$ cat src/verilog/sms_pkg.sv
// Shared constants and types of the stepper axis mode sequencer
`default_nettype none
package sms_pkg;
   // Mode selection word values
   localparam logic [15:0] MODE_OFF    = 16'h0000;
   localparam logic [15:0] MODE_DIRECT = 16'h0001;
   localparam logic [15:0] MODE_MANUAL = 16'h0002;
   // Clock and ramp timing
   localparam int          CLK_HZ       = 40_000_000;
   localparam int          CLK_NS       = 25;
   localparam int          RAMP_TICK_NS = 1_000_000;
   localparam int          RAMP_TICK_CYC = RAMP_TICK_NS / CLK_NS;
   // Speed coefficient is unsigned 8.8 fixed point
   localparam int          COEF_SHIFT = 8;
   // Fault type word codes: low byte commands, high byte parameters
   localparam logic [15:0] FLT_NONE  = 16'h0000;
   localparam logic [15:0] FLT_COND  = 16'h0001;
   localparam logic [15:0] FLT_UNREF = 16'h0002;
   localparam logic [15:0] FLT_LIMIT = 16'h0004;
   localparam logic [15:0] FLT_MODE  = 16'h0008;
   localparam logic [15:0] FLT_SHARED_DWORD_A = 16'h0100;
   // Operating mode, with a transit state while the axis comes to rest
   typedef enum logic [3:0] {
      SMS_OFF    = 4'b0001,
      SMS_MANUAL = 4'b0010,
      SMS_DIRECT = 4'b0100,
      SMS_SWITCH = 4'b1000
   } sms_mode_t;
   // Kind of motion in progress
   typedef enum logic [4:0] {
      MV_NONE = 5'b00001,
      MV_JOG  = 5'b00010,
      MV_INC  = 5'b00100,
      MV_HOME = 5'b01000,
      MV_DIR  = 5'b10000
   } sms_move_t;
endpackage
`default_nettype wire

$ cat src/verilog/sms_axis_seq.sv
// Mode sequencer and pulse generator for one stepper axis
`default_nettype none
module sms_axis_seq #(
   parameter int FW       = 24,
   parameter int PW       = 32,
   parameter int TICK_CYC = sms_pkg::RAMP_TICK_CYC
) (
   input  wire logic                 i_ref_clk,
   input  wire logic                 i_reset,
   input  wire logic [15:0]          i_mode_sel,
   input  wire logic                 i_plc_stop,
   input  wire logic                 i_config_load,
   input  wire logic                 i_jog_plus_cmd,
   input  wire logic                 i_jog_minus_cmd,
   input  wire logic                 i_inc_plus_cmd,
   input  wire logic                 i_inc_minus_cmd,
   input  wire logic                 i_homing_move_cmd,
   input  wire logic                 i_forced_home_cmd,
   input  wire logic                 i_direct_drive_cmd,
   input  wire logic                 i_stop_cmd,
   input  wire logic                 i_enable_cmd,
   input  wire logic                 i_fault_ack,
   input  wire logic                 i_block_fault,
   input  wire logic                 i_limit_plus,
   input  wire logic                 i_limit_minus,
   input  wire logic                 i_home_switch,
   input  wire logic                 i_home_dir,
   input  wire logic [FW-1:0]        i_manual_speed,
   input  wire logic [15:0]          i_speed_scale_coef,
   input  wire logic [FW-1:0]        i_max_axis_freq,
   input  wire logic [FW-1:0]        i_start_stop_freq,
   input  wire logic [FW-1:0]        i_accel_step,
   input  wire logic signed [PW-1:0] i_shared_dword_a,
   input  wire logic signed [PW-1:0] i_home_value,
   input  wire logic signed [PW-1:0] i_soft_lim_hi,
   input  wire logic signed [PW-1:0] i_soft_lim_lo,
   output logic                      o_translator_enable,
   output logic                      o_step,
   output logic                      o_dir,
   output logic [FW-1:0]             o_step_freq,
   output logic signed [PW-1:0]      o_position,
   output logic                      o_done,
   output logic                      o_referenced,
   output logic                      o_axis_no_block_fault,
   output logic                      o_soft_lim_fault,
   output logic                      o_manual_mode_active,
   output logic                      o_direct_mode_active,
   output logic                      o_direct_motion_busy,
   output logic                      o_cmd_refused_flag,
   output logic [15:0]               o_cmd_fault_type
);
   localparam logic [26:0] CLK_HZ_W = 27'(sms_pkg::CLK_HZ);

   sms_pkg::sms_mode_t st, pend;
   sms_pkg::sms_move_t mv;
   logic [6:0]           cmd_q;
   logic                 en_q, out_q;
   logic [26:0]          phase;
   logic [31:0]          tick_cnt;
   logic signed [PW-1:0] inc_target;
   // Command edges; a bit already high on mode entry never shows an edge
   wire [6:0] cmd_now = {i_direct_drive_cmd, i_forced_home_cmd, i_homing_move_cmd,
                         i_inc_minus_cmd, i_inc_plus_cmd, i_jog_minus_cmd, i_jog_plus_cmd};
   wire [6:0] rise = cmd_now & ~cmd_q;
   wire       rise_man = |rise[5:0];
   wire       tick = (tick_cnt == 32'(TICK_CYC - 1));
   // Requested mode from word, controller stop and configuration
   wire sms_pkg::sms_mode_t req_mode =
      (i_plc_stop || i_config_load) ? sms_pkg::SMS_OFF :
      (i_mode_sel == sms_pkg::MODE_MANUAL) ? sms_pkg::SMS_MANUAL :
      (i_mode_sel == sms_pkg::MODE_DIRECT) ? sms_pkg::SMS_DIRECT : sms_pkg::SMS_OFF;
   wire mode_chg = (st != sms_pkg::SMS_SWITCH) && (req_mode != st);
   wire at_rest  = (mv == sms_pkg::MV_NONE) && (o_step_freq == '0);
   // General acceptance terms
   wire run_ok   = !i_block_fault && !i_stop_cmd && i_enable_cmd;
   wire man_ok   = (st == sms_pkg::SMS_MANUAL) && run_ok && o_done && !mode_chg;
   wire jog_ok   = man_ok && !o_soft_lim_fault;
   wire signed [PW-1:0] inc_tgt_p = o_position + i_shared_dword_a;
   wire signed [PW-1:0] inc_tgt_m = o_position - i_shared_dword_a;
   wire signed [PW-1:0] inc_tgt = rise[2] ? inc_tgt_p : inc_tgt_m;
   wire in_lim_tgt = (inc_tgt <= i_soft_lim_hi) && (inc_tgt >= i_soft_lim_lo);
   wire in_lim_par = (i_shared_dword_a <= i_soft_lim_hi) && (i_shared_dword_a >= i_soft_lim_lo);
   wire inc_ok   = jog_ok && o_referenced && in_lim_tgt;
   wire fh_ok    = jog_ok && in_lim_par;
   // Direct setpoint magnitude and range check
   wire          sp_neg = i_shared_dword_a[PW-1];
   wire [PW-1:0] sp_abs = sp_neg ? PW'(-i_shared_dword_a) : PW'(i_shared_dword_a);
   wire sp_in_rng = (sp_abs >= PW'(i_start_stop_freq)) && (sp_abs <= PW'(i_max_axis_freq));
   wire dir_ok = (st == sms_pkg::SMS_DIRECT) && run_ok && !o_soft_lim_fault
                 && sp_in_rng && at_rest && !mode_chg;
   // Starts and refusals; off and switching modes ignore commands
   wire start_jog = (rise[0] || rise[1]) && jog_ok;
   wire start_inc = (rise[2] || rise[3]) && inc_ok;
   wire start_hom = rise[4] && jog_ok;
   wire start_fh  = rise[5] && fh_ok;
   wire start_dir = rise[6] && dir_ok;
   wire refuse_m  = (st == sms_pkg::SMS_MANUAL) && rise_man
                    && !(start_jog || start_inc || start_hom || start_fh);
   wire refuse_d  = (st == sms_pkg::SMS_DIRECT) && rise[6] && !dir_ok;
   wire refuse_w  = ((st == sms_pkg::SMS_MANUAL) && rise[6])
                    || ((st == sms_pkg::SMS_DIRECT) && rise_man);
   wire refuse    = refuse_m || refuse_d || refuse_w;
   wire accepted  = start_jog || start_inc || start_hom || start_fh || start_dir;
   wire [15:0] flt_code =
      refuse_w ? sms_pkg::FLT_MODE :
      (refuse_d && !sp_in_rng) ? sms_pkg::FLT_SHARED_DWORD_A :
      ((rise[2] || rise[3]) && !o_referenced) ? sms_pkg::FLT_UNREF :
      (((rise[2] || rise[3]) && !in_lim_tgt) || (rise[5] && !in_lim_par)) ?
      sms_pkg::FLT_LIMIT : sms_pkg::FLT_COND;
   // Soft limit monitoring exists only while referenced
   wire out_lim  = o_referenced && ((o_position > i_soft_lim_hi)
                                    || (o_position < i_soft_lim_lo));
   wire soft_hit = out_lim && !out_q;
   wire lim_hit  = (o_dir && i_limit_plus) || (!o_dir && i_limit_minus);
   wire abort    = !run_ok || soft_hit || mode_chg || i_config_load || lim_hit
                   || refuse;
   wire jog_held = o_dir ? i_jog_plus_cmd : i_jog_minus_cmd;
   wire inc_done = o_dir ? (o_position >= inc_target) : (o_position <= inc_target);
   wire home_done = (mv == sms_pkg::MV_HOME) && i_home_switch;
   // Motion end per kind
   wire mv_end =
      abort ||
      ((mv == sms_pkg::MV_JOG) && !jog_held) ||
      ((mv == sms_pkg::MV_INC) && inc_done) ||
      home_done ||
      ((mv == sms_pkg::MV_DIR) && !i_direct_drive_cmd);
   // Speed targets: live coefficient, clamped every cycle
   wire [FW+15:0] man_prod   = i_manual_speed * i_speed_scale_coef;
   wire [FW+15:0] man_scaled = man_prod >> sms_pkg::COEF_SHIFT;
   wire [FW-1:0]  manual_speed = (man_scaled > (FW+16)'(i_max_axis_freq)) ?
                            i_max_axis_freq : man_scaled[FW-1:0];
   wire [FW-1:0]  dir_spd = (sp_abs > PW'(i_max_axis_freq)) ? i_max_axis_freq :
                            (sp_abs < PW'(i_start_stop_freq)) ? i_start_stop_freq :
                            sp_abs[FW-1:0];
   wire sign_flip = (mv == sms_pkg::MV_DIR) && (sp_neg == o_dir);
   wire [FW-1:0]  tgt = (mv == sms_pkg::MV_NONE) ? '0 :
                        (mv == sms_pkg::MV_DIR) ? (sign_flip ? '0 : dir_spd) : manual_speed;
   // Trapezoidal ramp; direct motion starts at or above start-stop frequency and drops below it only at a setpoint sign flip, a refusal or the end of the move
   wire [FW-1:0] up_room = tgt - o_step_freq;
   wire [FW-1:0] dn_room = o_step_freq - tgt;
   wire [FW-1:0] f_up = (up_room > i_accel_step) ? o_step_freq + i_accel_step : tgt;
   wire [FW-1:0] f_dn = (dn_room > i_accel_step) ? o_step_freq - i_accel_step : tgt;
   wire [FW-1:0] f_ramp = (o_step_freq < tgt) ? f_up : f_dn;
   wire          dir_low = (mv == sms_pkg::MV_DIR) && (f_ramp < i_start_stop_freq);
   wire [FW-1:0] f_dir = !dir_low ? f_ramp : (tgt == '0) ? '0 : i_start_stop_freq;
   wire [FW-1:0] f_tick = tick ? f_dir : o_step_freq;
   wire          hard_stop = refuse || ((mv == sms_pkg::MV_INC) && inc_done);
   wire [FW-1:0] next_freq = hard_stop ? '0 :
                             (f_tick > i_max_axis_freq) ? i_max_axis_freq : f_tick;
   // Step phase accumulator; position updates in every mode
   wire [26:0] phase_sum = phase + 27'(o_step_freq);
   wire        step_now  = phase_sum >= CLK_HZ_W;
   wire [26:0] next_phase = step_now ? phase_sum - CLK_HZ_W : phase_sum;
   wire signed [PW-1:0] pos_step = o_dir ? o_position + PW'(1) : o_position - PW'(1);
   wire signed [PW-1:0] next_pos =
      start_fh ? i_shared_dword_a :
      home_done ? i_home_value :
      step_now ? pos_step : o_position;
   // Ramp tick divider
   always_ff @(posedge i_ref_clk or posedge i_reset)
   begin
      if (i_reset) tick_cnt <= '0;
      else tick_cnt <= tick ? '0 : tick_cnt + 32'h0000_0001;
   end
   // Input history for edge detection
   always_ff @(posedge i_ref_clk or posedge i_reset)
   begin
      if (i_reset)
      begin
         cmd_q <= '0;
         en_q  <= 1'b0;
         out_q <= 1'b0;
      end
      else
      begin
         cmd_q <= cmd_now;
         en_q  <= i_enable_cmd;
         out_q <= out_lim;
      end
   end
   // Mode sequencing: leave through the switch state until at rest
   always_ff @(posedge i_ref_clk or posedge i_reset)
   begin
      if (i_reset)
      begin
         st   <= sms_pkg::SMS_OFF;
         pend <= sms_pkg::SMS_OFF;
      end
      else
      begin
         case (st)
            sms_pkg::SMS_SWITCH:
               if (at_rest) st <= pend;
            sms_pkg::SMS_OFF, sms_pkg::SMS_MANUAL, sms_pkg::SMS_DIRECT:
               if (mode_chg)
               begin
                  st   <= sms_pkg::SMS_SWITCH;
                  pend <= req_mode;
               end
            default: st <= sms_pkg::SMS_OFF;
         endcase
      end
   end
   // Motion kind, direction and increment target
   always_ff @(posedge i_ref_clk or posedge i_reset)
   begin
      if (i_reset)
      begin
         mv         <= sms_pkg::MV_NONE;
         o_dir      <= 1'b1;
         inc_target <= '0;
      end
      else if (refuse) mv <= sms_pkg::MV_NONE;
      else if (start_jog)
      begin
         mv    <= sms_pkg::MV_JOG;
         o_dir <= rise[0];
      end
      else if (start_inc)
      begin
         mv         <= sms_pkg::MV_INC;
         o_dir      <= rise[2];
         inc_target <= inc_tgt;
      end
      else if (start_hom)
      begin
         mv    <= sms_pkg::MV_HOME;
         o_dir <= i_home_dir;
      end
      else if (start_dir)
      begin
         mv    <= sms_pkg::MV_DIR;
         o_dir <= !sp_neg;
      end
      else if (mv_end)
         mv <= sms_pkg::MV_NONE;
      else if (sign_flip && o_step_freq == '0)
         o_dir <= !sp_neg;
   end
   // Frequency, phase, position and step pulse
   always_ff @(posedge i_ref_clk or posedge i_reset)
   begin
      if (i_reset)
      begin
         o_step_freq <= '0;
         phase       <= '0;
         o_position  <= '0;
         o_step      <= 1'b0;
      end
      else
      begin
         o_step_freq <= next_freq;
         phase       <= next_phase;
         o_position  <= next_pos;
         o_step      <= step_now;
      end
   end

   // Referenced state, faults and refusal reporting
   always_ff @(posedge i_ref_clk or posedge i_reset)
   begin
      if (i_reset)
      begin
         o_referenced     <= 1'b0;
         o_soft_lim_fault <= 1'b0;
         o_cmd_refused_flag <= 1'b0;
         o_cmd_fault_type <= sms_pkg::FLT_NONE;
      end
      else
      begin
         if (home_done || start_fh) o_referenced <= 1'b1;
         else if ((en_q && !i_enable_cmd) || i_config_load)
            o_referenced <= 1'b0;
         // A new limit crossing wins over an acknowledge in the same cycle
         if (soft_hit) o_soft_lim_fault <= 1'b1;
         else if (i_fault_ack || !o_referenced) o_soft_lim_fault <= 1'b0;
         if (refuse)
         begin
            o_cmd_refused_flag <= 1'b1;
            o_cmd_fault_type   <= flt_code;
         end
         else if (accepted || i_fault_ack)
         begin
            o_cmd_refused_flag <= 1'b0;
            o_cmd_fault_type   <= sms_pkg::FLT_NONE;
         end
      end
   end

   // Status outputs, registered so they trail their cause by one cycle
   always_ff @(posedge i_ref_clk or posedge i_reset)
   begin
      if (i_reset)
      begin
         o_done                <= 1'b1;
         o_translator_enable   <= 1'b0;
         o_axis_no_block_fault <= 1'b0;
         o_manual_mode_active  <= 1'b0;
         o_direct_mode_active  <= 1'b0;
         o_direct_motion_busy  <= 1'b0;
      end
      else
      begin
         o_done                <= (mv == sms_pkg::MV_NONE) && (next_freq == '0) && !accepted;
         o_translator_enable   <= i_enable_cmd;
         o_axis_no_block_fault <= !i_block_fault;
         o_manual_mode_active  <= (st == sms_pkg::SMS_MANUAL);
         o_direct_mode_active  <= (st == sms_pkg::SMS_DIRECT);
         o_direct_motion_busy  <= (mv == sms_pkg::MV_DIR);
      end
   end
endmodule // sms_axis_seq
`default_nettype wire

$ cat config.mk
export PLATFORM = sky130hd
export DESIGN_NAME = sms_axis_seq
export DESIGN_NICKNAME = d
export VERILOG_FILES = /design/src/verilog/sms_pkg.sv /design/src/verilog/sms_axis_seq.sv
export SDC_FILE = /design/constraint.sdc
export NUM_CORES = 2
export LEC_CHECK = 0
export ABC_AREA = 1
export BUFFER_PORTS_ARGS = -buffer_cell sky130_fd_sc_hd__buf_2
export CORE_ASPECT_RATIO = 1.2
export CORE_UTILIZATION = 32
export DETAILED_ROUTE_END_ITERATION = 16
export PLACE_DENSITY = 0.5
export SLEW_MARGIN = 20
export SYNTH_ARGS = -nofsm -noshare
export SYNTH_HDL_FRONTEND = slang
export SYNTH_SLANG_ARGS = --single-unit
$ cat constraint.sdc
create_clock -name i_ref_clk -period 26.9 [get_ports i_ref_clk]
set_clock_uncertainty 0.05 [all_clocks]
set_input_delay 5.38 -clock i_ref_clk [delete_from_list [all_inputs] [get_ports i_ref_clk]]
set_output_delay 5.38 -clock i_ref_clk [all_outputs]
set_load 0.01 [all_outputs]
==> flow_metrics.tcl <==
set metrics [dict create \
    status "completed" \
    drt-met1-wl_um 69270 \
    fillers 14390 \
    flow.area_growth_from_synthesis_pct 9.589 \
    worst-endpoint-arrival_ns 24.37 \
    met2_wire_length_um 79920 \
    num_rows 146 \
    maxSlewHeadroom_pct 22.83 \
    worstSetupPathDepth 84 \
    critical_path.endpoint_type "flop" \
    place_congestion 0.9700 \
    crit_path_time_final_ns 23.98 \
    clock_latency_of_the_later_clocked_register_in_the_worst_skew_pair_ns 0.51 \
    largest_family_of_logic_cells_by_synthesized_area "adder cells" \
    route.detailed.wl_per_inst_um 20.14 \
    synth_seq_cells 183 \
    met3RoutedLength_um 9012 \
    ctsHoldBuffers 0 \
    layout_worst_path_cycle_share_pct 89.14 \
    ctsResizeCount 0 \
    hold_ws_ns 0.4166 \
    path_common_cell "sky130_fd_sc_hd__nand2_1" \
    r2r_start "o_dir" \
    detail-route-antenna-nets 0 \
    ys.flop_type "sky130_fd_sc_hd__dfrtp_1" \
    cts.clk_slew.worst_paths_ns 0.09 \
    tritoncts_num_sinks 183 \
    initial_antenna_violation_count 28 \
    maxUsedRoutingLayer "met5" \
    synth-xor-area-share_pct 4.767 \
    tritoncts "built" \
    route.final.wire_length_um 165000 \
    vias 41440 \
    worst-slew-pin-transition_ns 1.147 \
    first_pass_grt_wire_length_um 250500 \
    die_ar_um2 134700 \
    critPathTopFamily "simple AND/OR/NAND/NOR gates" \
    hold-path-endpoint "tick_cnt[0]" \
    cpPeakStageDelay_ns 1.10 \
    layout-drive-gt1-share_pct 8.045 \
    tns_setup_ns 0 \
    place.detailed.hpwl_um 137400 \
    min_delay_path_depth 1 \
    detail_route.drc_violations 0 \
    synth-async-reset-ratio_pct 100.0 \
    final_max_slew_viol_count 0 \
    hold_path_startpoint "tick_cnt[0]" \
    clk_path_buf_depth 2 \
    max_freq_mhz 41.71 \
    post_drt_via_cell_ratio 5.056 \
    synth_cell_types 70 \
    worstSetupPathType "input port to flop" \
    worst-endpoint-required_ns 27.29 \
    critical_path.n_buffers_inverters 17 \
    drt_first_pass_iters 6 \
    synth-seq-area-share_pct 10.76 \
    global_route.overflow_total 0 \
    port_buffers 346 \
    cts_setup_buffers 0 \
    rsz_0062_raised_after_global_routing "no" \
    cp-start-kind "input port" \
    clock-root-buffer "sky130_fd_sc_hd__clkbuf_16" \
    r2r_setup_slack_ns 13.98 \
    worst_r2r_endpoint "o_done" \
    dieWidth_um 335.2 \
    cts_htree_levels 4 \
    die_h_um 401.8 \
    drt_iter0_markers 2864 \
    finalHoldViolCount 0 \
    synthesis_warning_total 0 \
    timing.critical_path.fanout_max 46 \
    boundaryPins 358 \
    grt_start_max_net_pins 74 \
    placeableCoreArea_um2 132100 \
    synthesized_area_fraction_occupied_by_and_or_nand_nor_cells_pct 22.08 \
    finish.net_count 7668 \
    initial_core_util_pct 32.28 \
    reg2reg_depth 58 \
    synth_area_per_cell_um2 6.890 \
    first_global_vias 41480 \
    tritoncts.num_buffers 17 \
    timing.final.setup_violations 0 \
    crit_path_max_delay_cell_type "sky130_fd_sc_hd__nand2_1" \
    synth_fa_ha_area_share_pct 34.61 \
    count_of_flip_flops_with_a_built_in_enable_after_synthesis 0 \
    synthMuxAreaShare_pct 0.5548 \
    syn_inst 6187 \
    holdCritPathClass "flop to flop" \
    netlist_area_pre_place_um2 42630 \
    synth_compound_area_share_pct 14.40 \
    global_route.usage.total_pct 24.44 \
    maxCapViolCount 0 \
]
-- worst max-delay path by stage --
| stage | start | end |
|---|---|---|
| global route | i_speed_scale_coef[3] | o_done |
| finish | i_speed_scale_coef[9] | o_done |
| detailed placement | i_speed_scale_coef[9] | o_done |
| CTS | i_speed_scale_coef[9] | o_done |
| floorplan | i_manual_speed[5] | o_done |
| global placement | i_speed_scale_coef[15] | o_done |
-- per-layer routing --
layer / global-route usage (%) / up-vias
met5: 0 / -
met4: 9.140 / 38
met3: 3.532 / 252
met2: 42.51 / 1170
met1: 30.28 / 19660
li1: - / 20320
-- cell type report --
class	instances	area [um^2]	area share, %
flip-flops and latches	183	4586	9.816
multi-input cells	4596	32660	69.90
inverters	1217	4578	9.800
repair buffers	386	2032	4.350
diodes	6	15.01	0.03214
clock inverters	15	201.4	0.4312
clock buffers	17	425.4	0.9106
well taps	1776	2222	4.757
-- kinds of logic after synthesis --
| group | after synthesis |
|---|---|
| AND/OR/NAND/NOR | 2263 |
| buffers and inverters | 1418 |
| AO/OA/AOI/OAI | 1077 |
| adder cells (fa/ha/maj) | 992 |
| XOR/XNOR | 232 |
| flip-flops | 183 |
| multiplexers | 21 |
| other | 1 |
-- per-stage QoR --
stage          area (um^2)  setup slack (ns)  utilization [%]  std cells
2_1_floorplan        42660             7.174                -       6197
3_3_place_gp         46070             3.088            34.88       8158
3_5_place_dp         46070             2.785            34.88       8158
4_1_cts              46700             3.265            35.36       8190
5_1_grt              46700             1.243            35.36       8191
6_report             46710             2.922            35.37       8196
-- flip-flops by register name, indices dropped and copies added (netlist names), 3 cells and up --
name	flops
tick_cnt	32
pend	3
o_position	32
inc_target	32
st	4
o_step_freq	24
o_cmd_fault_type	5
cmd_q	7
phase	27
mv	5
-- cell usage in the layout (no fill, tap or decap), drive strengths merged, types with 6 or more instances in the layout --
cell type	n
a211oi	26
o211ai	79
and3	6
or2	8
nand2	1444
nand4	92
a221oi	13
diode	6
a21boi	8
nor3	58
clkbuf	17
a31oi	73
dfrtp	178
xor2	182
mux2	21
o21a	9
nor4	38
fa	312
xnor2	50
inv	1221
o21bai	28
o22ai	7
nor2	362
o221ai	17
o31ai	12
clkinv	9
buf	386
conb	11
a21oi	460
o21ai	318
ha	680
nand3	236
a21o	8
-- synth_stat cells (5+ instances only) --
cell type,instances,area [um^2]
sky130_fd_sc_hd__nand4_1,91,569.3
sky130_fd_sc_hd__buf_4,17,127.6
sky130_fd_sc_hd__xor2_1,182,1594
sky130_fd_sc_hd__inv_2,11,41.29
sky130_fd_sc_hd__nand2_2,17,106.4
sky130_fd_sc_hd__dfrtp_1,178,4454
sky130_fd_sc_hd__nand3b_1,5,37.54
sky130_fd_sc_hd__o21ai_1,38,190.2
sky130_fd_sc_hd__mux2_2,21,236.5
sky130_fd_sc_hd__o21ai_0,278,1391
sky130_fd_sc_hd__o21a_1,9,67.56
sky130_fd_sc_hd__o221ai_1,17,148.9
sky130_fd_sc_hd__xnor2_1,50,437.9
sky130_fd_sc_hd__a21boi_0,5,37.54
sky130_fd_sc_hd__dfstp_2,5,131.4
sky130_fd_sc_hd__a21oi_1,460,2302
sky130_fd_sc_hd__buf_6,6,67.56
sky130_fd_sc_hd__a221oi_1,13,113.9
sky130_fd_sc_hd__and3_1,6,37.54
sky130_fd_sc_hd__nor3_1,56,280.3
sky130_fd_sc_hd__or2_2,8,50.05
sky130_fd_sc_hd__fa_1,312,6246
sky130_fd_sc_hd__nor4_1,37,231.5
sky130_fd_sc_hd__o31ai_1,12,90.09
sky130_fd_sc_hd__a21o_1,8,60.06
sky130_fd_sc_hd__inv_1,1203,4516
sky130_fd_sc_hd__nand2_1,1427,5356
sky130_fd_sc_hd__a31oi_1,73,456.7
sky130_fd_sc_hd__o22ai_1,7,43.79
sky130_fd_sc_hd__nor2_1,356,1336
sky130_fd_sc_hd__o21bai_1,27,202.7
sky130_fd_sc_hd__nand3_1,231,1156
sky130_fd_sc_hd__ha_1,680,8508
sky130_fd_sc_hd__buf_2,23,115.1
sky130_fd_sc_hd__o211ai_1,78,585.6
sky130_fd_sc_hd__clkbuf_1,154,578.1
sky130_fd_sc_hd__a211oi_1,26,195.2
Power is not shown: default switching activity piles up to over one toggle a cycle in this logic, so the estimate is an artifact.
